<file path="config.mk">
export PLATFORM = sky130hd
export DESIGN_NAME = phase_correction_config_regs
export DESIGN_NICKNAME = d
export VERILOG_FILES = /design/src/core/phase_corr_pkg.sv /design/src/core/phase_correction_config_regs.sv /design/src/core/phase_step.sv
export VERILOG_INCLUDE_DIRS = /design/src /design/src/core
export SDC_FILE = /design/constraint.sdc
export NUM_CORES = 1
export LEC_CHECK = 0
export BUFFER_PORTS_ARGS = -buffer_cell sky130_fd_sc_hd__buf_2
export CORE_MARGIN = 4
export CORE_UTILIZATION = 30
export DETAILED_ROUTE_END_ITERATION = 16
export GPL_TIMING_DRIVEN = 0
export SLEW_MARGIN = 20
export SYNTH_ARGS = -nofsm -noshare
export SYNTH_HDL_FRONTEND = slang
export SYNTH_SLANG_ARGS = --single-unit
</file>
<file path="constraint.sdc">
create_clock -name ref_clk -period 21.1 [get_ports ref_clk]
set_input_delay 4.22 -clock ref_clk [delete_from_list [all_inputs] [get_ports ref_clk]]
set_output_delay 4.22 -clock ref_clk [all_outputs]
set_load 0.05 [all_outputs]
</file>
<file path="src/core/phase_corr_regs.svh">
/*
 * register offsets, field positions and reset values of the phase
 * correction configuration bank.
 * assumes: included by bare name; holds definitions only.
 */
`ifndef PHASE_CORR_REGS_SVH
`define PHASE_CORR_REGS_SVH

// ----------------------------------------------------------------
// offsets
// ----------------------------------------------------------------
`define PCR_ADDR_W            8
`define PCR_DATA_W            24
`define PCR_MODE_CTRL_OFS     8'h50
`define PCR_E0_HIGH_OFS       8'h51
`define PCR_E1_LOW_OFS        8'h52
`define PCR_E1_HIGH_OFS       8'h53

// ----------------------------------------------------------------
// field positions
// ----------------------------------------------------------------
`define PCR_RSVD_TOP_BIT      23
`define PCR_OVERRIDE_BIT      22
`define PCR_RSVD_MID_HI       21
`define PCR_RSVD_MID_LO       4
`define PCR_OFFSET_SAT_BIT    3
`define PCR_TEMP_SAT_BIT      2
`define PCR_LIN_SAT_BIT       1
`define PCR_FREQ_SAT_BIT      0
`define PCR_OFS_HI            15
`define PCR_OFS_LO            0
`define PCR_COEF_HI_HI        23
`define PCR_COEF_HI_LO        16
`define PCR_COEF_LO_HI        23
`define PCR_COEF_LO_LO        20

// ----------------------------------------------------------------
// reset values
// ----------------------------------------------------------------
`define PCR_MODE_CTRL_RST     24'h200100
`define PCR_RSVD_MID_VAL      18'h20010
`define PCR_COEF_REG_RST      24'h000000
`define PCR_PHASE_W           16

`endif

</file>
<file path="src/core/phase_corr_pkg.sv">
/*
 * types shared by the phase correction configuration bank.
 * assumes: nothing beyond a systemverilog compiler.
 */
package phase_corr_pkg;

    // mode control word, bit 23 down to bit 0
    typedef struct packed {
        logic        rsvd_top;
        logic        alias_manual_override;
        logic [17:0] rsvd_mid;
        logic        offset_corr_saturate_sel;
        logic        temp_corr_saturate_sel;
        logic        linearity_corr_saturate_sel;
        logic        freq_corr_saturate_sel;
    } mode_ctrl_t;

    // emitter offset word: coefficient slice above, offset below
    typedef struct packed {
        logic [7:0]  coef_slice;
        logic [15:0] phase_offset;
    } emitter_word_t;

    // corrections that arrive from the datapath
    typedef struct packed {
        logic signed [15:0] freq_delta;
        logic signed [15:0] linearity_delta;
        logic signed [15:0] temp_delta;
    } corr_delta_t;

    // de-alias steering pair
    typedef struct packed {
        logic freq_select;
        logic enable;
    } alias_ctl_t;

endpackage

</file>
<file path="src/core/phase_correction_config_regs.sv">
/*
 * configuration bank of the phase correction path: mode control word,
 * per-emitter phase offsets and thermal coefficients, plus the four
 * chained correction steps that the saturate selectors steer.
 * assumes: the register port is driven by the serial control decoder
 * on ref_clk; datapath deltas and steering levels come from ref_clk
 * logic as well, so nothing here is resynchronised.
 */
`timescale 1ns/100ps
`include "phase_corr_regs.svh"

// What this block does
// - override bit hands de-alias controls to software
// - bit 3 clips or wraps offset correction
// - bit 2 clips or wraps temperature correction
// - bit 1 clips or wraps nonlinearity correction
// - bit 0 clips or wraps frequency correction
// - 51h low half: emitter zero high offset
// - 52h low half: emitter one low offset
// - thermal coefficient split over 51h and 52h
// - 53h: emitter one high offset, coefficient
module phase_correction_config_regs (
    // clock and reset
    input  wire logic                           ref_clk,
    input  wire logic                           rst,
    // register port
    input  wire logic [`PCR_ADDR_W-1:0]         reg_addr,
    input  wire logic                           reg_wr_en,
    input  wire logic [`PCR_DATA_W-1:0]         reg_wr_data,
    input  wire logic                           reg_rd_en,
    output logic [`PCR_DATA_W-1:0]              reg_rd_data,
    output logic                                reg_rd_valid,
    // de-alias steering
    input  wire phase_corr_pkg::alias_ctl_t     alias_auto,
    input  wire phase_corr_pkg::alias_ctl_t     alias_user,
    output phase_corr_pkg::alias_ctl_t          alias_resolve,
    // phase datapath
    input  wire logic                           phase_in_valid,
    input  wire logic [`PCR_PHASE_W-1:0]        phase_in,
    input  wire phase_corr_pkg::corr_delta_t    corr_delta,
    input  wire logic                           emitter_sel,
    input  wire logic                           high_current,
    output logic                                phase_out_valid,
    output logic [`PCR_PHASE_W-1:0]             phase_out,
    // coefficient outputs
    output logic [11:0]                         emitter0_high_thermal_coef,
    output logic [7:0]                          emitter1_low_thermal_coef_upper
);

    // ------------------------------------------------------------
    // register file
    // ------------------------------------------------------------
    phase_corr_pkg::mode_ctrl_t    mode_r, mode_nxt;
    phase_corr_pkg::emitter_word_t e0_high_r, e0_high_nxt;
    logic [`PCR_DATA_W-1:0]        e1_low_r, e1_low_nxt;
    phase_corr_pkg::emitter_word_t e1_high_r, e1_high_nxt;
    logic [`PCR_DATA_W-1:0]        rd_data_r, rd_data_nxt;
    logic                          rd_valid_r, rd_valid_nxt;

    // all fields are plain storage; reserved bits are kept as written
    // because the host is the one obliged to hold them at their values
    always_comb begin
        mode_nxt    = mode_r;
        e0_high_nxt = e0_high_r;
        e1_low_nxt  = e1_low_r;
        e1_high_nxt = e1_high_r;
        if (reg_wr_en) begin
            case (reg_addr)
                `PCR_MODE_CTRL_OFS: begin
                    mode_nxt = reg_wr_data;
                end
                `PCR_E0_HIGH_OFS: begin
                    e0_high_nxt = reg_wr_data;
                end
                `PCR_E1_LOW_OFS: begin
                    e1_low_nxt = reg_wr_data;
                end
                `PCR_E1_HIGH_OFS: begin
                    e1_high_nxt = reg_wr_data;
                end
                default: begin
                    mode_nxt = mode_r;
                end
            endcase
        end
    end

    always_comb begin
        rd_valid_nxt = reg_rd_en;
        rd_data_nxt  = rd_data_r;
        if (reg_rd_en) begin
            case (reg_addr)
                `PCR_MODE_CTRL_OFS: begin
                    rd_data_nxt = mode_r;
                end
                `PCR_E0_HIGH_OFS: begin
                    rd_data_nxt = e0_high_r;
                end
                `PCR_E1_LOW_OFS: begin
                    rd_data_nxt = e1_low_r;
                end
                `PCR_E1_HIGH_OFS: begin
                    rd_data_nxt = e1_high_r;
                end
                default: begin
                    rd_data_nxt = '0;
                end
            endcase
        end
    end

    always_ff @(posedge ref_clk) begin
        if (rst) begin
            mode_r     <= `PCR_MODE_CTRL_RST;
            e0_high_r  <= `PCR_COEF_REG_RST;
            e1_low_r   <= `PCR_COEF_REG_RST;
            e1_high_r  <= `PCR_COEF_REG_RST;
            rd_data_r  <= '0;
            rd_valid_r <= 1'b0;
        end else begin
            mode_r     <= mode_nxt;
            e0_high_r  <= e0_high_nxt;
            e1_low_r   <= e1_low_nxt;
            e1_high_r  <= e1_high_nxt;
            rd_data_r  <= rd_data_nxt;
            rd_valid_r <= rd_valid_nxt;
        end
    end

    assign reg_rd_data  = rd_data_r;
    assign reg_rd_valid = rd_valid_r;

    // ------------------------------------------------------------
    // de-alias steering and coefficients
    // ------------------------------------------------------------
    // override is a plain level: no glitch filtering, change it between frames
    assign alias_resolve = mode_r.alias_manual_override ? alias_user : alias_auto;

    assign emitter0_high_thermal_coef =
        {e0_high_r.coef_slice, e1_low_r[`PCR_COEF_LO_HI:`PCR_COEF_LO_LO]};
    assign emitter1_low_thermal_coef_upper = e1_high_r.coef_slice;

    // ------------------------------------------------------------
    // correction chain
    // ------------------------------------------------------------
    logic signed [`PCR_PHASE_W-1:0] step_delta [4];
    logic [3:0]                     step_sat;
    logic [`PCR_PHASE_W-1:0]        step_phase [5];
    logic [`PCR_PHASE_W-1:0]        offset_sel;

    // emitter zero at low current lives outside this bank: no offset
    always_comb begin
        case ({emitter_sel, high_current})
            2'b01: begin
                offset_sel = e0_high_r.phase_offset;
            end
            2'b10: begin
                offset_sel = e1_low_r[`PCR_OFS_HI:`PCR_OFS_LO];
            end
            2'b11: begin
                offset_sel = e1_high_r.phase_offset;
            end
            default: begin
                offset_sel = '0;
            end
        endcase
    end

    assign step_delta[0] = corr_delta.freq_delta;
    assign step_delta[1] = corr_delta.linearity_delta;
    assign step_delta[2] = corr_delta.temp_delta;
    assign step_delta[3] = $signed(offset_sel);
    assign step_sat[0]   = mode_r.freq_corr_saturate_sel;
    assign step_sat[1]   = mode_r.linearity_corr_saturate_sel;
    assign step_sat[2]   = mode_r.temp_corr_saturate_sel;
    assign step_sat[3]   = mode_r.offset_corr_saturate_sel;
    assign step_phase[0] = phase_in;

    // order follows the datapath: frequency, nonlinearity, temperature, offset
    generate
        for (genvar i = 0; i < 4; i++) begin : g_step
            phase_step #(.W(`PCR_PHASE_W)) u_step (
                .phase    (step_phase[i]),
                .delta    (step_delta[i]),
                .saturate (step_sat[i]),
                .result   (step_phase[i+1])
            );
        end
    endgenerate

    logic [`PCR_PHASE_W-1:0] phase_r, phase_nxt;
    logic                    pvalid_r, pvalid_nxt;

    always_comb begin
        pvalid_nxt = phase_in_valid;
        phase_nxt  = phase_in_valid ? step_phase[4] : phase_r;
    end

    always_ff @(posedge ref_clk) begin
        if (rst) begin
            phase_r  <= '0;
            pvalid_r <= 1'b0;
        end else begin
            phase_r  <= phase_nxt;
            pvalid_r <= pvalid_nxt;
        end
    end

    assign phase_out       = phase_r;
    assign phase_out_valid = pvalid_r;

    // ------------------------------------------------------------
    // checks
    // ------------------------------------------------------------
    localparam logic [`PCR_PHASE_W-1:0] PMAX = '1;
endmodule

</file>
<file path="src/core/phase_step.sv">
/*
 * one correction step: adds a signed delta to an unsigned phase and
 * either clips at the range ends or wraps modulo the range.
 * assumes: purely combinational; the caller registers the result.
 */
`timescale 1ns/100ps

module phase_step #(
    parameter int W = 16
) (
    // operands
    input  wire logic [W-1:0]        phase,
    input  wire logic signed [W-1:0] delta,
    input  wire logic                saturate,
    // result
    output logic [W-1:0]             result
);

    logic signed [W+1:0] sum;

    generate
        if (W < 2) begin : g_bad_width
            $error("phase_step width must be at least 2");
        end
    endgenerate

    always_comb begin
        sum = $signed({2'b00, phase}) + $signed({{2{delta[W-1]}}, delta});
        if (saturate && sum < 0) begin
            result = '0;
        end else if (saturate && sum > $signed({2'b00, {W{1'b1}}})) begin
            result = '1;
        end else begin
            result = sum[W-1:0];
        end
    end

endmodule

</file>
* Word level (Yosys, flattened, before mapping)
Cells that the tools add are included.
Operators by class: add/sub/neg operators 4, reduce and logical (&&, ||, !) cells 12, mux-type cells 11, order comparisons 8, equality and inequality tests 7
Operators with widths (count):
- 16-bit 2-to-1 mux | 8
- 24-bit one-hot mux with 4 select lines | 1
- 17-bit by 16-bit adder with 18-bit output | 4
- 18-bit by 17-bit greater-than comparator with 1-bit output (second input constant) | 4
- 18-bit by 1-bit less-than comparator with 1-bit output (second input constant) | 4
- 16-bit one-hot mux with 3 select lines | 1
- 8-bit by 7-bit equality test with 1-bit output (second input constant) | 4
- 1-bit logical AND | 8
- 2-bit AND reduction | 4
- 2-bit equality test (second input constant) | 2
- 2-bit by 1-bit equality test with 1-bit output (second input constant) | 1
- 2-bit 2-to-1 mux | 1
Storage, ports and cells: output and inout port bits 64, register bits 138, input port bits 107

* Logic depth before layout (Yosys ltp)
Gate-level depths: netlist of the first run.
word-level depth 20, depth in mapped cells 44, gate-level depth less buffers 42

* Hierarchy
A second synthesis of the first run with hierarchy kept.
Second synthesis, totals: cells, all modules 1191, area total of the unflattened synthesis 11110.7 sq um
Modules (own cells, without submodules):
- phase_correction_config_regs | area each 6480.0 sq um, seq. area each 2762.6 sq um, cells an instance 578, times used 1
- phase_step (g_step[0].u_step ...) | area each 1142.3 sq um, seq. area each 0.0 sq um, cells an instance 148, times used 3
- phase_step (g_step[3].u_step) | area each 1203.7 sq um, seq. area each 0.0 sq um, cells an instance 169, times used 1

* Worst setup path after synthesis of the first run
No wires, ideal clock.
path kind input port to flip-flop, from in phase_in[6], to reg phase_r[0], in the netlist phase_out[0], data arrival time 13.345 ns, path buffers 5, setup slack 7.695 ns, cell stages on the path 40, data required time 21.040 ns, cells stage by stage ha_1 > a2111oi_2 > o21ai_1 > and3_1 > or4b_4 > a41o_4 > a211oi_1 > nor3b_2 > buf_2 > a21oi_1 > ha_1 > a211oi_1 > o21a_1 > or4_1 > o221ai_1 > a31oi_1 > a21boi_0 > nor3b_2 > [4 not listed] > a21o_1 > a2111oi_0 > o31ai_1 > and3_1 > and4_1 > o21bai_1 > clkbuf_1 > a21oi_1 > ha_1 > clkbuf_1 > nand3_1 > or3_1 > a31oi_1 > xnor2_1 > o21a_1 > nor2b_1 > clkbuf_1 > a22o_1
On the way: cells in the longest elaborated chain, start to end 20, elaborated cells on any way between the ends 28, those cells by class add/sub (4); order compare (8); mux (8); reduce/logical (8)
Ends and longest elaborated chain:
- start, declared | RTL line phase_correction_config_regs.sv:39 | input wire logic [`PCR_PHASE_W-1:0] phase_in,
- 17-bit by 16-bit adder with 18-bit output * | RTL line phase_step.sv:28 | sum = $signed({2'b00, phase}) + $signed({{2{delta[W-1]}}, delta});
- 18-bit by 17-bit greater-than comparator with 1-bit output | RTL line phase_step.sv:31 | end else if (saturate && sum > $signed({2'b00, {W{1'b1}}})) begin
- 1-bit logical AND | RTL line phase_step.sv:31
- 16-bit 2-to-1 mux | RTL line phase_step.sv:31
- 16-bit 2-to-1 mux * | RTL line phase_step.sv:29 | if (saturate && sum < 0) begin
- 17-bit by 16-bit adder with 18-bit output * | RTL line phase_step.sv:28
- 18-bit by 17-bit greater-than comparator with 1-bit output | RTL line phase_step.sv:31
- 1-bit logical AND | RTL line phase_step.sv:31
- [4 not listed]
- 1-bit logical AND | RTL line phase_step.sv:31
- 16-bit 2-to-1 mux | RTL line phase_step.sv:31
- 16-bit 2-to-1 mux * | RTL line phase_step.sv:29
- 17-bit by 16-bit adder with 18-bit output * | RTL line phase_step.sv:28
- 18-bit by 17-bit greater-than comparator with 1-bit output | RTL line phase_step.sv:31
- 1-bit logical AND | RTL line phase_step.sv:31
- 16-bit 2-to-1 mux | RTL line phase_step.sv:31
- 16-bit 2-to-1 mux * | RTL line phase_step.sv:29
- end signal, assigned | RTL line phase_correction_config_regs.sv:204 | phase_r <= phase_nxt;
- end, declared | RTL line phase_correction_config_regs.sv:191 | logic [`PCR_PHASE_W-1:0] phase_r, phase_nxt;
Every way passes the cells marked *; elsewhere a longest branch is shown, timed or not. A chain may end at the register's enable or synchronous reset.

* Worst setup path after layout of the first run
from in phase_in[6], to reg phase_r[3], in the netlist phase_out[3]
Same word-level chain as after synthesis.

==> out/qor.csv, run 1 <==
stage;metric;value;unit
power_and_ir_drop;PwrDens;96.7;nW/µm²
logic_synthesis;Ys Warns;0;
sta;min cycle time layout;14.92;ns
routing;Final Routed Wirelength;31800;µm
critical_path;Slowest cell on crit path;a31oi_1;
critical_path;Most Frequent Cell on Critical Path;a211oi_1;
logic_synthesis;Synth top area share;28.7;%
sta;Worst Skew;0.00814;ns
global_routing;largest net degree at the start of global routing;17;
cts;CTS tree;yes;
critical_path;CP delay by family, top;compound AO/OA/AOI/OAI gates;
cts;Post-CTS Setup Bufs;0;
logic_synthesis;syn_nets;1408;
critical_path;CP Launch Type;input pin;
final_layout;layout cells sized above 1;18.9;%
logic_synthesis;Synth Area in XOR/XNOR;4.73;%
logic_synthesis;sequential area share after synthesis;28.7;%
final_layout;most frequent cells in the layout;nand2_1, a21oi_1, buf_2;
global_routing;total global routing track utilization;17.5;%
cts;PostCTS Resize Cnt;0;
floorplan;Initial Utilization;30.5;%
power_and_ir_drop;leak pwr;4.81;nW
final_layout;Final #Nets;1592;
logic_synthesis;post-synthesis compound-gate area fraction;25.7;%
logic_synthesis;post-synthesis mux area share;6.30;%
logic_synthesis;Simple-Gate Fraction of Synth Area;19.6;%
cts;clk sink count;138;
routing;DR vias/cell;5.26;
logic_synthesis;largest cells by area after synthesis;dfxtp_1, a21oi_1, nand2_1, ha_1, xor2_1;
critical_path;Buf/Inv on CP;6;
placement;Final GP Congestion;0.889;
cts;CTS clk-pin slew, worst paths;0.06;ns
sta;fin crit share;70.7;%
sta;Slew HR;33.0;%
sta;final hold viol count;0;
power_and_ir_drop;total design power;1.12;mW
critical_path;worst path required time;21.46;ns
floorplan;IO Pins;171;
floorplan;Chip Width;187;µm
cts;clock latency on the worst-skew pair;0.42;ns
critical_path;Crit Path Class;in -> reg;
worst_hold_path;HP Class;reg -> reg;
critical_path;WP data arrival;15.28;ns
floorplan;Die Ht;187;µm
critical_path;reg-to-reg slack, setup;11.44;ns
floorplan;core area;31600;µm²
logic_synthesis;Post-synth top flop;dfxtp_1;
routing;Pre-antenna DRT Iters;7;
sta;worst slew pin tran;1.00;ns
cts;H-tree depth;4;
routing;Avg WL per Cell;17.4;µm
logic_synthesis;Post-synth EDFFs;0;
outcome;status;completed;
logic_synthesis;adder-cell share of the synthesized area;9.66;%
global_routing;number of global-route vias before repair;9257;
final_layout;commonest non-fill, non-tap cell in the layout;nand2_1;
logic_synthesis;Synth Cell Area;9630;µm²
cts;CTS root buf;clkbuf_16;
routing;Initial DRC Count;702;
cts;Max Buffers Root-to-Sink;2;
job;max-cap violations;0;
sta;RSZ-0062 raised after global routing;no;
critical_path;CP Capture Type;register;
routing;antenna viol nets, final;0;
logic_synthesis;main combinational cell family by area after synthesis;compound AO/OA/AOI/OAI gates;
routing;drt drc;0;
logic_synthesis;Synth area leader;dfxtp_1;
global_routing;initial antenna violation count;0;
global_routing;global route overflow;0;
sta;final-report setup violation count;0;
cts;CTS hold repair buffers;0;
logic_synthesis;post-synthesis cell type count;72;
sta;FMAX;67.0;MHz
sta;Pins Over Slew Limit;0;
logic_synthesis;Syn Area/Cell;7.84;µm²
cts;clock buffer count from CTS;17;
logic_synthesis;async set or reset register ratio after synthesis;0;%
final_layout;Syn-to-layout area delta;20.0;%
logic_synthesis;register bit total from synthesis;138;
floorplan;Die Footprint;35000;µm²
floorplan;num rows;65;
power_and_ir_drop;Max VDD drop;0.0000547;V
critical_path;critical path's largest stage delay;0.57;ns
global_routing;first-pass GRT wire length;50200;µm
routing;vias;9619;
sta;final setup TNS;0;ns
logic_synthesis;Syn Inst Count;1229;
placement;dpl hpwl;24000;µm
critical_path;CP Max Fanout;10;
placement;PortBufs;165;
## worst paths after layout
path	from	end	depth (start not counted)
max	phase_in[6]	phase_out[3]	41
min	mode_r[12]	mode_r[12]	2
max reg2reg	mode_r[0]	phase_out[3]	33
min reg2reg	mode_r[12]	mode_r[12]	2
## synth_stat cells, drive strengths merged, types with 3 or more instances
| master | n |
|---|---|
| clkbuf | 63 |
| nor3 | 13 |
| a22oi | 12 |
| dfxtp | 138 |
| xnor2 | 19 |
| mux2 | 21 |
| and2 | 7 |
| nand3 | 21 |
| o31ai | 6 |
| buf | 27 |
| or3 | 3 |
| or2 | 4 |
| a311oi | 3 |
| xor2 | 33 |
| nor2 | 62 |
| nand4 | 5 |
| ha | 68 |
| o211ai | 4 |
| nand2 | 234 |
| a21oi | 194 |
| mux2i | 10 |
| nor3b | 5 |
| a211oi | 27 |
| a21o | 24 |
| a31oi | 9 |
| fa | 4 |
| mux4 | 12 |
| o21a | 13 |
| o21ai | 38 |
| nand3b | 3 |
| a22o | 31 |
| a2111oi | 4 |
| nand2b | 13 |
| and3 | 14 |
| nor2b | 25 |
| o21bai | 4 |
| inv | 23 |
## per-stage QoR
step | hold slack, ns | instance area [µm²] | util, % | std cells | worst slack, ns
global placement | 0.440 | 11000 | 34.7 | 1796 | 5.99
floorplan | 0.433 | 9630 | - | 1229 | 7.70
detailed placement | 0.448 | 11000 | 34.7 | 1796 | 5.75
finish | 0.456 | 11600 | 36.5 | 1828 | 6.18
CTS | 0.457 | 11600 | 36.5 | 1827 | 6.20
global route | 0.475 | 11600 | 36.5 | 1827 | 5.08
## where the power goes
part	switching, mW	internal [mW]	leakage, nW
Clock	0.124	0.182	0.292
Sequential	0.00729	0.274	1.12
Combinational	0.325	0.206	3.40
Total	0.456	0.662	4.81
## sequential cells by signal, summed over array words and instances (netlist names)
register,cells
e0_high_r,16
e1_high_r,16
e1_low_r,24
emitter0_high_thermal_coef,8
emitter1_low_thermal_coef_upper,8
mode_r,24
phase_out,16
phase_out_valid,1
reg_rd_data,24
reg_rd_valid,1
## area by class of cell
type	instances	area, µm²
diodes	1	2.50
plain buffers	90	424
clock buffers	19	453
clock inverters	12	138
fillers	3319	20100
inverters	23	86.3
multi-input cells	978	6370
flip-flops and latches	138	2760
well taps	402	503
repair buffers	165	826
## worst register-to-register path: cells and delay by family (launching register included)
family                   cells  cell delay [ns]
adder cells (fa/ha/maj)      3             1.12
XOR/XNOR                     1             0.17
AND/OR/NAND/NOR              7             2.07
flip-flops                   1             0.42
buffers and inverters        5             1.64
AO/OA/AOI/OAI               17             4.17
## per-layer routing
metal | share of wire [%] | up-vias | global-route usage [%]
met5 | 0 | - | 0
met4 | 1.7 | 0 | 4.41
met3 | 6.7 | 46 | 2.80
met2 | 46 | 335 | 29.0
met1 | 46 | 4484 | 24.0
li1 | - | 4754 | -
## kinds of logic after synthesis
logic type / Yosys count
AO/OA/AOI/OAI: 392
XOR/XNOR: 52
adder cells (fa/ha/maj): 72
buffers and inverters: 113
flip-flops: 138
multiplexers: 43
AND/OR/NAND/NOR: 419
Note: power is estimated with default switching activity, not from simulation.
==> run 2, diff against run 1 <==
ABC_AREA = 1   (was default)
clock period = 14.9 ns   (was 21.1 ns; I/O delays follow)
==> out/qor.csv, run 2 <==
stage;metric;value;unit;change
logic_synthesis;sequential area share after synthesis;28.2;%;was 28.7%
global_routing;first-pass GRT wire length;51400;µm;was 50200 µm
routing;Avg WL per Cell;15.5;µm;was 17.4 µm
routing;Final Routed Wirelength;32600;µm;was 31800 µm
cts;clock buffer count from CTS;17;;unchanged
power_and_ir_drop;PwrDens;140;nW/µm²;was 96.7 nW/µm²
power_and_ir_drop;leak pwr;5.29;nW;was 4.81 nW
logic_synthesis;Post-synth top flop;dfxtp_1;;unchanged
critical_path;worst path required time;15.25;ns;was 21.46 ns
cts;clk sink count;138;;unchanged
critical_path;WP data arrival;10.35;ns;was 15.28 ns
power_and_ir_drop;P_int;942;µW;was 662 µW
placement;Final GP Congestion;0.874;;was 0.889
critical_path;Crit Path Class;in -> reg;;unchanged
logic_synthesis;post-synthesis cell type count;41;;was 72
routing;Initial DRC Count;756;;was 702
cts;H-tree depth;4;;unchanged
floorplan;Die Ht;189;µm;was 187 µm
sta;RSZ-0062 raised after global routing;no;;unchanged
floorplan;Die Footprint;35600;µm²;was 35000 µm²
power_and_ir_drop;Reg power frac;23.8;%;was 25.2%
global_routing;number of global-route vias before repair;9864;;was 9257
sta;final hold viol count;0;;unchanged
critical_path;Most Frequent Cell on Critical Path;nand2_1;;was a211oi_1
final_layout;Final #Nets;1829;;was 1592
floorplan;Chip Width;189;µm;was 187 µm
critical_path;CP Capture Type;register;;unchanged
floorplan;IO Pins;171;;unchanged
placement;PortBufs;168;;was 165
sta;Slew HR;52.0;%;was 33.0%
final_layout;commonest non-fill, non-tap cell in the layout;nand2_1;;unchanged
worst_hold_path;HP Class;reg -> reg;;unchanged
final_layout;most frequent cells in the layout;nand2_1, a21oi_1, inv_1;;was nand2_1, a21oi_1, buf_2
power_and_ir_drop;Comb power frac;49.5;%;was 47.5%
power_and_ir_drop;total design power;1.65;mW;was 1.12 mW
power_and_ir_drop;switching fraction of total power;43.1;%;was 40.8%
floorplan;Initial Utilization;30.7;%;was 30.5%
sta;fin crit share;67.1;%;
final_layout;multi-input logic area;5870;µm²;was 6370 µm²
logic_synthesis;Synth Cell Area;9790;µm²;was 9630 µm²
logic_synthesis;Synth top area share;28.2;%;was 28.7%
placement;dpl hpwl;25500;µm;was 24000 µm
sta;hold_ws;0.455;ns;was 0.456 ns
power_and_ir_drop;switching pwr;712;µW;was 456 µW
routing;drt drc;0;;unchanged
routing;Pre-antenna DRT Iters;6;;was 7
logic_synthesis;register bit total from synthesis;138;;unchanged
global_routing;largest net degree at the start of global routing;17;;unchanged
logic_synthesis;Ys Warns;0;;unchanged
logic_synthesis;synth cell count leaders;nand2_1, a21oi_1, inv_1, dfxtp_1, o21ai_0;;was nand2_1, a21oi_1, dfxtp_1, ha_1, clkbuf_1
outcome;status;completed;;unchanged
cts;CTS clk-pin slew, worst paths;0.06;ns;about the same
routing;antenna viol nets, final;0;;unchanged
logic_synthesis;Syn Inst Count;1463;;was 1229
logic_synthesis;largest cells by area after synthesis;dfxtp_1, nand2_1, a21oi_1, ha_1, inv_1;;was dfxtp_1, a21oi_1, nand2_1, ha_1, xor2_1
cts;CTS root buf;clkbuf_16;;unchanged
final_layout;Finished Cell Area;11800;µm²;was 11600 µm²
cts;Post-CTS Setup Bufs;0;;unchanged
logic_synthesis;Synth area leader;dfxtp_1;;unchanged
job;max-cap violations;0;;unchanged
logic_synthesis;Post-synth EDFFs;0;;unchanged
sta;worst slew pin tran;0.720;ns;was 1.00 ns
final_layout;Fillers;3494;;was 3319
sta;FMAX;100;MHz;
floorplan;core area;31900;µm²;was 31600 µm²
placement;pre-CTS setup slack;4.46;ns;was 5.75 ns
global_routing;initial antenna violation count;10;;was 0
cts;CTS tree;yes;;unchanged
global_routing;global route overflow;0;;unchanged
critical_path;critical path's largest stage delay;0.42;ns;was 0.57 ns
logic_synthesis;Syn Area/Cell;6.69;µm²;was 7.84 µm²
logic_synthesis;async set or reset register ratio after synthesis;0;%;unchanged
sta;Worst Skew;0.00897;ns;was 0.00814 ns
sta;final-report setup violation count;0;;unchanged
cts;clock latency on the worst-skew pair;0.43;ns;was 0.42 ns
floorplan;num rows;65;;unchanged
sta;Final WS setup;4.90;ns;was 6.18 ns
logic_synthesis;syn_nets;1642;;was 1408
cts;PostCTS Resize Cnt;0;;unchanged
global_routing;total global routing track utilization;17.9;%;was 17.5%
routing;vias;10200;;was 9619
critical_path;Slowest cell on crit path;fa_1;;was a31oi_1
routing;DR vias/cell;4.87;;was 5.26
power_and_ir_drop;Max VDD drop;0.0000834;V;was 0.0000547 V
placement;DP Area;11200;µm²;was 11000 µm²
sta;min cycle time layout;10.00;ns;
cts;Max Buffers Root-to-Sink;2;;unchanged
sta;Pins Over Slew Limit;0;;unchanged
critical_path;CP Launch Type;input pin;;unchanged
logic_synthesis;count leader, synth;nand2_1;;unchanged
final_layout;FF+latch area;2760;µm²;unchanged
power_and_ir_drop;Clk pwr share;26.7;%;was 27.3%
final_layout;Syn-to-layout area delta;20.4;%;was 20.0%
final_layout;layout cells sized above 1;16.7;%;was 18.9%
critical_path;CP Max Fanout;10;;unchanged
cts;CTS hold repair buffers;0;;unchanged
sta;final setup TNS;0;ns;unchanged
==> run 2: changes by cell type after synthesis, sizes merged, moves of 14 or more <==
cell,change
a211oi,-27
inv,+166
a22o,-30
a21oi,+45
nand2,+122
a21o,-22
and3,-14
nor2b,-25
clkbuf,-22
o21ai,+93
mux2,-21
nand3,+29
o22ai,+25
==> run 2: final timing paths <==
path / endpoint / cells past startpoint / start / slack, ns
setup reg to reg: phase_out[10] / 42 / mode_r[0] / 8.35
setup / recovery: phase_out[10] / 53 / phase_in[0] / 4.90
hold / removal: e1_low_r[18] / 2 / e1_low_r[18] / 0.46
hold reg to reg: e1_low_r[18] / 2 / e1_low_r[18] / 0.46
==> run 2: logic make-up (layout without fill, tap and decap cells) <==
kind of cell / count (synthesis) / after routing / synth area share, %
and+or+nand+nor: 501 / 501 / 21.8
AOI/OAI and AO/OA: 436 / 436 / 24.5
buffers and inverters: 268 / 467 / 11.7
xor gates and xnor gates: 48 / 48 / 4.30
other: 0 / 3 / 0
DFF: 138 / 138 / 28.2
adders and majority gates: 72 / 72 / 9.51
==> run 2: worst max-delay path: cells and delay by family <==
family	cells	cell delay [ns]
AO/OA/AOI/OAI	8	1.40
adder cells (fa/ha/maj)	6	1.90
buffers and inverters	10	1.24
AND/OR/NAND/NOR	29	2.84
==> run 2: metrics by stage <==
stage	utilization (%)	cells
6_report	37.0	2100
5_1_grt	37.0	2099
4_1_cts	36.9	2097
3_5_place_dp	35.0	2066
3_3_place_gp	35.0	2066
2_1_floorplan	-	1463
==> run 2: layout make-up <==
class	count	area share [%]
well taps	435	4.62
diodes	3	0.0637
inverters	190	6.05
plain buffers	78	3.70
multi-input cells	1057	49.9
clock inverters	13	1.41
flip-flops and latches	138	23.4
clock buffers	18	3.73
repair buffers	168	7.14
==> run 2: metal layers <==
layer | GRT usage (%) | part of all wire (%) | vias up | wire length [µm]
li1 | - | - | 5224 | -
met4 | 5.13 | 1.8 | 14 | 592
met1 | 22.8 | 44 | 4619 | 14300
met2 | 30.2 | 47 | 322 | 15400
met5 | 0 | 0.29 | - | 96
met3 | 4.26 | 6.7 | 54 | 2190
==> run 2: power by group through the flow <==
stage,Sequential [mW],Clock [mW],Combinational (mW)
final,0.394,0.442,0.819
after global routing,0.396,0.460,0.929
after CTS,0.394,0.448,0.822
after detailed placement,0.402,0,0.817
after global placement,0.402,0,0.813
after floorplan,0.461,0,0.564
